**src/pwc_pkg.sv**
```systemverilog
// Purpose: Shared constants, types and helpers of the pulse width capture block.
// Assumes: One clock domain; synchronous active-high reset.
// Notes:   Register indices address the block's own register port, one 32-bit word each.
`default_nettype none
package pwc_pkg;

  // Rates.
  localparam longint unsigned CORE_RATE_HZ  = 80_000_000;
  localparam longint unsigned CLK_SYS_HZ    = 25_000_000;

  // Feature and field layout.
  localparam logic [31:0]     FEATURE_PULSE_WIDTH = 32'h0000_0005;
  localparam int              NUM_SRC             = 3;
  localparam int              SRC_SEL_LSB         = 0;
  localparam int              SRC_SEL_W           = 3;
  localparam int              MODE_CONT_BIT       = 1;
  localparam int              ENABLE_BIT          = 0;
  localparam int              STREAM_W            = 16;

  // Divider settings that are honoured; anything else runs at divide-by-one.
  localparam int              NUM_DIV             = 8;
  localparam logic [31:0]     DIV_ALLOWED [NUM_DIV] = '{32'h1, 32'h2, 32'h4, 32'h8,
                                                       32'h10, 32'h20, 32'h40, 32'h100};
  localparam logic [8:0]      DIV_ONE             = 9'h001;

  // Seconds are unsigned Q16.16, scaled through a fixed reciprocal of the core rate.
  localparam int              SEC_FRAC_BITS       = 16;
  localparam int              SEC_SHIFT           = 32;
  localparam logic [63:0]     SEC_SCALE = 64'((64'h1 << (SEC_FRAC_BITS + SEC_SHIFT)) / CORE_RATE_HZ);

  // Register indices.
  typedef logic [4:0] pwc_addr_t;
  localparam pwc_addr_t       ADDR_FEATURE_ENABLE  = 5'h00;
  localparam pwc_addr_t       ADDR_FEATURE_SELECT  = 5'h01;
  localparam pwc_addr_t       ADDR_TICK_SOURCE_SEL = 5'h02;
  localparam pwc_addr_t       ADDR_MODE_CONFIG     = 5'h03;
  localparam pwc_addr_t       ADDR_HIGH_TICKS      = 5'h04;
  localparam pwc_addr_t       ADDR_LOW_TICKS       = 5'h05;
  localparam pwc_addr_t       ADDR_HIGH_SECS       = 5'h06;
  localparam pwc_addr_t       ADDR_LOW_SECS        = 5'h07;
  localparam pwc_addr_t       ADDR_HIGH_TICKS_RC   = 5'h08;
  localparam pwc_addr_t       ADDR_HIGH_SECS_RC    = 5'h09;
  localparam pwc_addr_t       ADDR_STREAM_CAPTURE  = 5'h0A;
  localparam logic [2:0]      GRP_SRC_EN           = 3'h4;
  localparam logic [2:0]      GRP_DIV              = 3'h5;
  localparam logic [2:0]      GRP_WRAP             = 3'h6;

  typedef enum logic [2:0] {
    PWC_OFF  = 3'b000,
    PWC_ARM  = 3'b001,
    PWC_HIGH = 3'b010,
    PWC_LOW  = 3'b011,
    PWC_HOLD = 3'b100
  } pwc_state_e;

  typedef struct packed {
    logic        rd;
    logic        wr;
    logic        stream;
    pwc_addr_t   addr;
    logic [31:0] wdata;
  } pwc_req_s;

  typedef struct packed {
    logic        valid;
    logic [31:0] data;
  } pwc_rsp_s;

  typedef struct packed {
    logic [8:0] cnt;
    logic       tick;
  } pwc_tick_s;

  typedef struct packed {
    pwc_state_e                 state;
    logic                       line_prev;
    logic [31:0]                feat_en;
    logic [31:0]                feat_sel;
    logic [31:0]                src_opts;
    logic [31:0]                mode_cfg;
    logic [NUM_SRC-1:0]         src_en;
    logic [NUM_SRC-1:0][31:0]   div;
    logic [NUM_SRC-1:0][31:0]   wrap;
    logic [31:0]                hi_cnt;
    logic [31:0]                lo_cnt;
    logic [31:0]                hi_meas;
    logic [31:0]                high_res;
    logic [31:0]                low_pend;
    logic [31:0]                low_cap;
    logic [STREAM_W-1:0]        stream_hi;
    pwc_rsp_s                   rsp;
  } pwc_core_s;

  function automatic logic [8:0] pwc_div_decode(input logic [31:0] setting);
    logic [8:0] d;
    d = DIV_ONE;
    for (int i = 0; i < NUM_DIV; i++)
    begin
      if (setting == DIV_ALLOWED[i])
        d = setting[8:0];
    end
    return d;
  endfunction

  function automatic logic [31:0] pwc_wrap_inc(input logic [31:0] cnt, input logic [31:0] wrap);
    logic [31:0] nxt;
    nxt = cnt + 32'h1;
    if (wrap != 32'h0 && nxt == wrap)
      nxt = 32'h0;
    return nxt;
  endfunction

endpackage
`default_nettype wire

```
**src/pwc_tick_gen.sv**
```systemverilog
// Purpose: One tick source: a prescaler giving a one-cycle tick every divider cycles.
// Assumes: Divider already decoded to 1..256.
// Notes:   The prescaler restarts whenever the source is switched off.
`default_nettype none
module pwc_tick_gen
(
  // Clock and reset
  input  wire logic       clk_sys,
  input  wire logic       reset,
  // Configuration
  input  wire logic       src_enable,
  input  wire logic [8:0] divider,
  // Tick out
  output logic            tick
);
  import pwc_pkg::*;

  pwc_tick_s s_r;
  pwc_tick_s s_nxt;

  always_comb
  begin
    s_nxt = s_r;
    s_nxt.tick = 1'b0;
    if (!src_enable)
    begin
      s_nxt.cnt = 9'h000;
    end
    else if (s_r.cnt >= 9'(divider - DIV_ONE))
    begin
      s_nxt.cnt  = 9'h000;
      s_nxt.tick = 1'b1;
    end
    else
    begin
      s_nxt.cnt = 9'(s_r.cnt + 9'h001);
    end
  end

  always_ff @(posedge clk_sys)
  begin
    if (reset)
      s_r <= '0;
    else
      s_r <= s_nxt;
  end

  assign tick = s_r.tick;
endmodule
`default_nettype wire

```
**src/pwc_seconds.sv**
```systemverilog
// Purpose: Converts a tick count to seconds in unsigned Q16.16.
// Assumes: Tick rate is the core rate over the decoded divider.
// Notes:   A fixed reciprocal replaces a divider; the last fractional bit may be off by one.
`default_nettype none
module pwc_seconds
(
  // Count in
  input  wire logic [31:0] ticks,
  input  wire logic [8:0]  divider,
  // Seconds out
  output logic      [31:0] seconds
);
  import pwc_pkg::*;

  logic [63:0] prod;

  always_comb
  begin
    prod    = 64'(ticks) * 64'(divider) * SEC_SCALE;
    seconds = prod[SEC_SHIFT +: 32];
  end

endmodule
`default_nettype wire

```
**src/pwc_top.sv**
```systemverilog
// Purpose: Pulse width capture: high and low time of one input line in ticks and seconds.
// Assumes: line_in is synchronous to clk_sys; one register access per request cycle.
// Notes:   Results and answers are registered; seconds may sit one fractional step low.
`default_nettype none
module pwc_top
(
  // Clock and reset
  input  wire logic              clk_sys,
  input  wire logic              reset,
  // Measured line
  input  wire logic              line_in,
  // Register port
  input  wire pwc_pkg::pwc_req_s reg_req,
  output pwc_pkg::pwc_rsp_s      reg_rsp,
  // Status
  output logic                   meas_active
);
  import pwc_pkg::*;

  pwc_core_s              s_r;
  pwc_core_s              s_nxt;
  logic [NUM_SRC-1:0]     src_tick;
  logic [NUM_SRC-1:0][8:0] src_div;
  logic [SRC_SEL_W-1:0]   sel;
  logic                   sel_ok;
  logic                   tick;
  logic [31:0]            wrap;
  logic [8:0]             div_sel;
  logic [31:0]            hi_secs;
  logic [31:0]            lo_secs;
  logic                   active;
  logic                   cont;
  logic                   rise;
  logic                   fall;
  logic                   prim_rd;
  logic                   clr_rd;
  logic                   store;

  // Tick sources run whether or not this line is enabled, so several lines may share one.
  for (genvar g = 0; g < NUM_SRC; g++)
  begin : g_src
    assign src_div[g] = pwc_div_decode(s_r.div[g]);
    pwc_tick_gen u_tick
    (
      .clk_sys    (clk_sys),
      .reset      (reset),
      .src_enable (s_r.src_en[g]),
      .divider    (src_div[g]),
      .tick       (src_tick[g])
    );
  end

  assign sel     = s_r.src_opts[SRC_SEL_LSB +: SRC_SEL_W];
  assign sel_ok  = (sel < SRC_SEL_W'(NUM_SRC));
  assign tick    = sel_ok ? src_tick[sel[1:0]] : 1'b0;
  assign wrap    = sel_ok ? s_r.wrap[sel[1:0]] : 32'h0;
  assign div_sel = sel_ok ? src_div[sel[1:0]] : DIV_ONE;

  pwc_seconds u_sec_hi
  (
    .ticks   (s_r.high_res),
    .divider (div_sel),
    .seconds (hi_secs)
  );

  pwc_seconds u_sec_lo
  (
    .ticks   (s_r.low_cap),
    .divider (div_sel),
    .seconds (lo_secs)
  );

  assign active  = s_r.feat_en[ENABLE_BIT] && (s_r.feat_sel == FEATURE_PULSE_WIDTH);
  assign cont    = s_r.mode_cfg[MODE_CONT_BIT];
  assign rise    = line_in && !s_r.line_prev;
  assign fall    = !line_in && s_r.line_prev;
  assign clr_rd  = reg_req.rd && (reg_req.addr == ADDR_HIGH_TICKS_RC ||
                                  reg_req.addr == ADDR_HIGH_SECS_RC);
  assign prim_rd = clr_rd || (reg_req.rd && (reg_req.addr == ADDR_HIGH_TICKS ||
                                             reg_req.addr == ADDR_HIGH_SECS));
  assign store   = active && (s_r.state == PWC_LOW) && rise;

  always_comb
  begin
    logic [31:0] rd_val;
    logic        int_reg;
    rd_val    = 32'h0;
    int_reg   = 1'b0;
    s_nxt     = s_r;
    s_nxt.line_prev = line_in;
    s_nxt.rsp.valid = 1'b0;

    // Read side; unmapped indices read as zero.
    case (reg_req.addr)
      ADDR_FEATURE_ENABLE:  rd_val = s_r.feat_en;
      ADDR_FEATURE_SELECT:  rd_val = s_r.feat_sel;
      ADDR_TICK_SOURCE_SEL: rd_val = s_r.src_opts;
      ADDR_MODE_CONFIG:     rd_val = s_r.mode_cfg;
      ADDR_HIGH_TICKS, ADDR_HIGH_TICKS_RC:
      begin
        rd_val  = s_r.high_res;
        int_reg = 1'b1;
      end
      ADDR_LOW_TICKS:
      begin
        rd_val  = s_r.low_cap;
        int_reg = 1'b1;
      end
      ADDR_HIGH_SECS, ADDR_HIGH_SECS_RC: rd_val = hi_secs;
      ADDR_LOW_SECS:        rd_val = lo_secs;
      ADDR_STREAM_CAPTURE:  rd_val = {{(32 - STREAM_W){1'b0}}, s_r.stream_hi};
      default:
      begin
        if (reg_req.addr[1:0] < 2'(NUM_SRC))
        begin
          case (reg_req.addr[4:2])
            GRP_SRC_EN: rd_val = {31'h0, s_r.src_en[reg_req.addr[1:0]]};
            GRP_DIV:    rd_val = s_r.div[reg_req.addr[1:0]];
            GRP_WRAP:   rd_val = s_r.wrap[reg_req.addr[1:0]];
            default:    rd_val = 32'h0;
          endcase
        end
      end
    endcase

    if (reg_req.rd)
    begin
      s_nxt.rsp.valid = 1'b1;
      if (reg_req.stream && int_reg)
      begin
        s_nxt.rsp.data  = {{(32 - STREAM_W){1'b0}}, rd_val[STREAM_W-1:0]};
        s_nxt.stream_hi = rd_val[31:STREAM_W];
      end
      else
      begin
        s_nxt.rsp.data = rd_val;
      end
    end

    if (prim_rd)
      s_nxt.low_cap = s_r.low_pend;
    if (clr_rd)
    begin
      s_nxt.high_res = 32'h0;
      s_nxt.low_pend = 32'h0;
    end

    // Write side; results take no writes.
    if (reg_req.wr)
    begin
      case (reg_req.addr)
        ADDR_FEATURE_ENABLE:  s_nxt.feat_en  = reg_req.wdata;
        ADDR_FEATURE_SELECT:  s_nxt.feat_sel = reg_req.wdata;
        ADDR_TICK_SOURCE_SEL: s_nxt.src_opts = reg_req.wdata;
        ADDR_MODE_CONFIG:     s_nxt.mode_cfg = reg_req.wdata;
        default:
        begin
          if (reg_req.addr[1:0] < 2'(NUM_SRC))
          begin
            case (reg_req.addr[4:2])
              GRP_SRC_EN: s_nxt.src_en[reg_req.addr[1:0]] = reg_req.wdata[0];
              GRP_DIV:    s_nxt.div[reg_req.addr[1:0]]    = reg_req.wdata;
              GRP_WRAP:   s_nxt.wrap[reg_req.addr[1:0]]   = reg_req.wdata;
              default:    s_nxt.feat_en = s_r.feat_en;
            endcase
          end
        end
      endcase
    end

    // Measurement sequence. A store placed after the clear wins when both meet.
    case (s_r.state)
      PWC_OFF:
      begin
        s_nxt.high_res = 32'h0;
        s_nxt.low_pend = 32'h0;
        s_nxt.hi_cnt   = 32'h0;
        s_nxt.lo_cnt   = 32'h0;
        if (active)
          s_nxt.state = PWC_ARM;
      end
      PWC_ARM:
      begin
        if (rise)
        begin
          s_nxt.hi_cnt = 32'h0;
          s_nxt.state  = PWC_HIGH;
        end
      end
      PWC_HIGH:
      begin
        if (fall)
        begin
          s_nxt.hi_meas = s_r.hi_cnt;
          s_nxt.lo_cnt  = 32'h0;
          s_nxt.state   = PWC_LOW;
        end
        else if (tick)
          s_nxt.hi_cnt = pwc_wrap_inc(s_r.hi_cnt, wrap);
      end
      PWC_LOW:
      begin
        // Gated by the enable, so a rise in the cycle of a disable leaves the result alone.
        if (store)
        begin
          s_nxt.high_res = s_r.hi_meas;
          s_nxt.low_pend = s_r.lo_cnt;
          s_nxt.hi_cnt   = 32'h0;
          s_nxt.state    = cont ? PWC_HIGH : PWC_HOLD;
        end
        else if (tick)
          s_nxt.lo_cnt = pwc_wrap_inc(s_r.lo_cnt, wrap);
      end
      PWC_HOLD:
      begin
        if (prim_rd || cont)
          s_nxt.state = PWC_ARM;
      end
      default: s_nxt.state = PWC_OFF;
    endcase

    if (!active)
      s_nxt.state = PWC_OFF;
  end

  always_ff @(posedge clk_sys)
  begin
    if (reset)
      s_r <= '0;
    else
      s_r <= s_nxt;
  end

  assign reg_rsp     = s_r.rsp;
  assign meas_active = (s_r.state != PWC_OFF);
endmodule
`default_nettype wire

```
**config.mk**
```make
export PLATFORM = sky130hd
export DESIGN_NAME = pwc_top
export DESIGN_NICKNAME = d
export VERILOG_FILES = /design/src/pwc_pkg.sv /design/src/pwc_tick_gen.sv /design/src/pwc_seconds.sv /design/src/pwc_top.sv
export SDC_FILE = /design/constraint.sdc
export NUM_CORES = 2
export LEC_CHECK = 0
export ABC_AREA = 1
export BUFFER_PORTS_ARGS = -buffer_cell sky130_fd_sc_hd__buf_2
export CAP_MARGIN = 5
export CORE_UTILIZATION = 34
export DETAILED_ROUTE_END_ITERATION = 8
export PLACE_DENSITY = 0.59
export SYNTH_ARGS = -nofsm -noshare
export SYNTH_HDL_FRONTEND = slang
export SYNTH_HIERARCHICAL = 1
export SYNTH_SLANG_ARGS = --single-unit
```
**constraint.sdc**
```tcl
create_clock -name clk_sys -period 14.75 [get_ports clk_sys]
set_input_delay 3.6875 -clock clk_sys [delete_from_list [all_inputs] [get_ports clk_sys]]
set_output_delay 3.6875 -clock clk_sys [all_outputs]
set_load 0.005 [all_outputs]
```
==> flow_metrics.env <==
export IMPL_ys_seq_elements=598
export IMPL_worstSetupEndpointType="flop"
export IMPL_final_hold_viol_count=0
export IMPL_antenna_left=0
export IMPL_grt_max_degree=179
export IMPL_hold_path_startpoint="s_r[556]$_SDFFE_PP0P_"
export IMPL_holdPathStages=2
export IMPL_h_tree_depth=3
export IMPL_p_per_area_nw_per_um2=77.62
export IMPL_core_area_sq_um=263200
export IMPL_netSwitchingPower_mw=3.552
export IMPL_rows=188
export IMPL_synthFlopType="dfxtp_1"
export IMPL_p_int_mw=3.991
export IMPL_yosys_area_share_xor_xnor=0.01435
export IMPL_worstPathArrival_ns=14.75
export IMPL_r2r_cells=52
export IMPL_synth_compound_area_frac=0.08954
export IMPL_power_frac_seq=0.220
export IMPL_routedWlPerCell_um=20.20
export IMPL_track_usage=0.2420
export IMPL_critical_path_class="reg -> reg"
export IMPL_synthMuxAreaShare=0
export IMPL_r2r_end="s_r[42]$_SDFFE_PP0P_"
export IMPL_antenna_found_initial=21
export IMPL_cts_path_max_buffers=3
export IMPL_netlist_instances=12540
export IMPL_cp_start_kind="flop"
export IMPL_rrSetupSlack_ns=0.58
export IMPL_final_layout_size_suffix_gt1_frac=0.04548
export IMPL_cp_max_fo=64
export IMPL_synth_area_sq_um=90340
export IMPL_regArea_sq_um=11970
export IMPL_total_power_mw=7.543
export IMPL_first_iter_violations=8739
export IMPL_setup_tns_ns=0
export IMPL_syn_avg_cell_area_sq_um=7.202
export IMPL_final_nets=14480
export IMPL_slowest_stage="fa_1"
export IMPL_switching_share=0.4709
export IMPL_wl_um=323100
export IMPL_slew_viol_final=0
export IMPL_tightest_slew_ns=1.128
export IMPL_via_per_inst=4.910
export IMPL_max_cap_viol_count=0
export IMPL_peakVddDrop_v=0.0001933
export IMPL_rsz0062_at_grt="no"
export IMPL_slowest_delay_ns=0.57
export IMPL_start_util=0.3432
export IMPL_synth_fa_ha_area_frac=0.3964
export IMPL_clk_pin_slew_worst_paths_ns=0.06
export IMPL_postCtsHoldBufs=0
export IMPL_firstDrtPassIters=6
export IMPL_yosys_area_share_simple=0.2080
export IMPL_relSlewSlack=0.2464
export IMPL_pin_count=77
export IMPL_required_ns=15.33
export IMPL_clk_latency_ns=0.70
export IMPL_gp_congestion=1.017
export IMPL_cts_made_buffers=70
export IMPL_dieWidth_um=517.5
export IMPL_die_area_sq_um=267800
export IMPL_min_path_type="reg -> reg"
export IMPL_synth_edf_count=0
export IMPL_vias=78540
export IMPL_place_hpwl_um=267700
export IMPL_synth_top_family_by_area="adder cells"
export IMPL_p_comb_frac=0.526
export IMPL_area_growth_pct=7.565
export IMPL_clkSinkCount=598
export IMPL_clock_fmax_ghz=0.07056
export IMPL_overflow=0
export IMPL_cts_root_buf="clkbuf_16"
export IMPL_r2r_start="s_r[349]$_SDFFE_PP0P_"
export IMPL_power_frac_clock=0.254
export IMPL_ys_types=63
export IMPL_fill_cells=28120
export IMPL_async_flop_share=0
export IMPL_tritoncts="built"
export IMPL_multiInputGateArea_sq_um=64190
export IMPL_grt_pass1_wl_um=486100
export IMPL_finalClockSkew_ns=0.07108
export IMPL_timing_final_crit_share=0.9608
export IMPL_setup_violations=0
export IMPL_port_buffers=76
export IMPL_finalCriticalPeriod_ns=14.17
export IMPL_yosysWarnings=6
export IMPL_first_global_vias=75620
export IMPL_drc_errors=0
export IMPL_die_y_um=517.5
export IMPL_status="complete, no violations"
export IMPL_p_leak_nw=52.66
export IMPL_ys_seq_area_frac=0.1325
export IMPL_worstHoldEndpoint="s_r[556]$_SDFFE_PP0P_"
synth_stat cells (25+ instances only):
cell type     n  area, sq um
a21oi_1     635         3178
a21oi_2      27        236.5
a221oi_1     56        490.5
buf_1        38        142.6
buf_4        42        315.3
clkbuf_1    335         1257
dfxtp_1     598        11970
fa_1       1392        27870
ha_1        635         7945
inv_1      3295        12370
inv_2        25        93.84
nand2_1    2923        10970
nand2_2      66        412.9
nand3_1     385         1927
nand4_1      94        588.1
nor2_1      841         3157
nor2_2       28        175.2
nor3_1       87        435.4
nor4_1       25        156.4
o21ai_0     516         2582
o21ai_1      25        125.1
o21bai_1     33        247.7
o221ai_1     37        324.1
o22ai_1      51        319.1
xnor2_1      54        473.0
xor2_1       94        823.3
how the worst max path moves through the flow:
stage,to,slack [ns],from,cells after the start
floorplan,s_r[44]$_SDFFE_PP0P_,3.01,s_r[361]$_SDFFE_PP0P_,53
global placement,s_r[42]$_SDFFE_PP0P_,0.72,s_r[349]$_SDFFE_PP0P_,52
detailed placement,s_r[35]$_SDFFE_PP0P_,0.83,s_r[349]$_SDFFE_PP0P_,54
CTS,s_r[42]$_SDFFE_PP0P_,0.75,s_r[349]$_SDFFE_PP0P_,52
global route,s_r[35]$_SDFFE_PP0P_,0.03,s_r[417]$_SDFFE_PP0P_,55
finish,s_r[42]$_SDFFE_PP0P_,0.58,s_r[349]$_SDFFE_PP0P_,52
per-stage QoR:
stage / worst slack [ns] / utilization / instance area (sq um) / cells / hold WS, ns
2_1_floorplan: 3.014 / - / 90390 / 12560 / 0.4236
3_3_place_gp: 0.7208 / 0.3593 / 94580 / 15850 / 0.4351
3_5_place_dp: 0.8295 / 0.3593 / 94580 / 15850 / 0.4383
4_1_cts: 0.7474 / 0.3689 / 97110 / 15980 / 0.4477
5_1_grt: 0.02935 / 0.3691 / 97150 / 15990 / 0.4614
6_report: 0.5780 / 0.3692 / 97170 / 15990 / 0.4470
layout make-up:
type | instances | area share
antenna | 12 | 0.0003090
tap | 3515 | 0.04526
clock buffer | 94 | 0.01998
sequential | 598 | 0.1232
inverter | 3332 | 0.1288
timing repair buffer | 216 | 0.01582
clock inverter | 35 | 0.006052
multi-input combinational | 8192 | 0.6606
power by group through the flow:
stage / registers [mW] / clock network [mW] / logic [mW]
2_1_floorplan: 1.68 / 0 / 2.49
3_3_place_gp: 1.70 / 0 / 3.89
3_5_place_dp: 1.70 / 0 / 3.87
4_1_cts: 1.66 / 1.93 / 3.91
5_1_grt: 1.66 / 2.00 / 4.37
6_report: 1.66 / 1.92 / 3.97
state kept, by name (all words and copies together), names as in the netlist:
name and flops:
g_src.u_tick/tick 3, cont 1, g_src.u_tick/s_r 27, reg_rsp 33, s_r 534
critical path, delay by kind of cell (launching register included):
family,cells,cell delay (ns)
AOI/OAI and AO/OA,5,1.17
and+or+nand+nor,19,4.17
buffers and inverters,14,1.62
DFF,1,0.32
xor gates and xnor gates,1,0.22
adders and majority gates,13,6.39
cell families after synthesis:
| group | Yosys count |
|---|---|
| AO/OA/AOI/OAI | 1453 |
| XOR/XNOR | 148 |
| adder cells (fa/ha/maj) | 2027 |
| buffers and inverters | 3769 |
| flip-flops | 598 |
| other | 3 |
| AND/OR/NAND/NOR | 4546 |
metal layers:
metal | part of all wire | wire (um) | global-route usage
met1 | 0.45 | 147000 | 0.3565
met2 | 0.41 | 133400 | 0.3488
met3 | 0.094 | 30270 | 0.04840
met4 | 0.039 | 12470 | 0.08064
met5 | 0.00015 | 47 | 0
cells in the final DEF (no fill, tap or decap), drive strengths merged, types with 13 or more instances in the layout:
| cell type | count |
|---|---|
| a21oi | 663 |
| a221oi | 56 |
| and2 | 13 |
| buf | 216 |
| clkbuf | 94 |
| clkinv | 30 |
| conb | 18 |
| dfxtp | 598 |
| fa | 1392 |
| ha | 635 |
| inv | 3325 |
| nand2 | 2999 |
| nand3 | 406 |
| nand3b | 14 |
| nand4 | 98 |
| nor2 | 891 |
| nor3 | 88 |
| nor4 | 28 |
| o211ai | 22 |
| o21ai | 542 |
| o21bai | 33 |
| o221ai | 37 |
| o22ai | 51 |
| xnor2 | 54 |
| xor2 | 94 |
timing repair:
action                                  CTS  global route
endpoints found under the setup margin    0            10
buffers inserted                          0             1
gates resized for setup                   0             3
No activity file was read; power rests on OpenSTA's default activity.
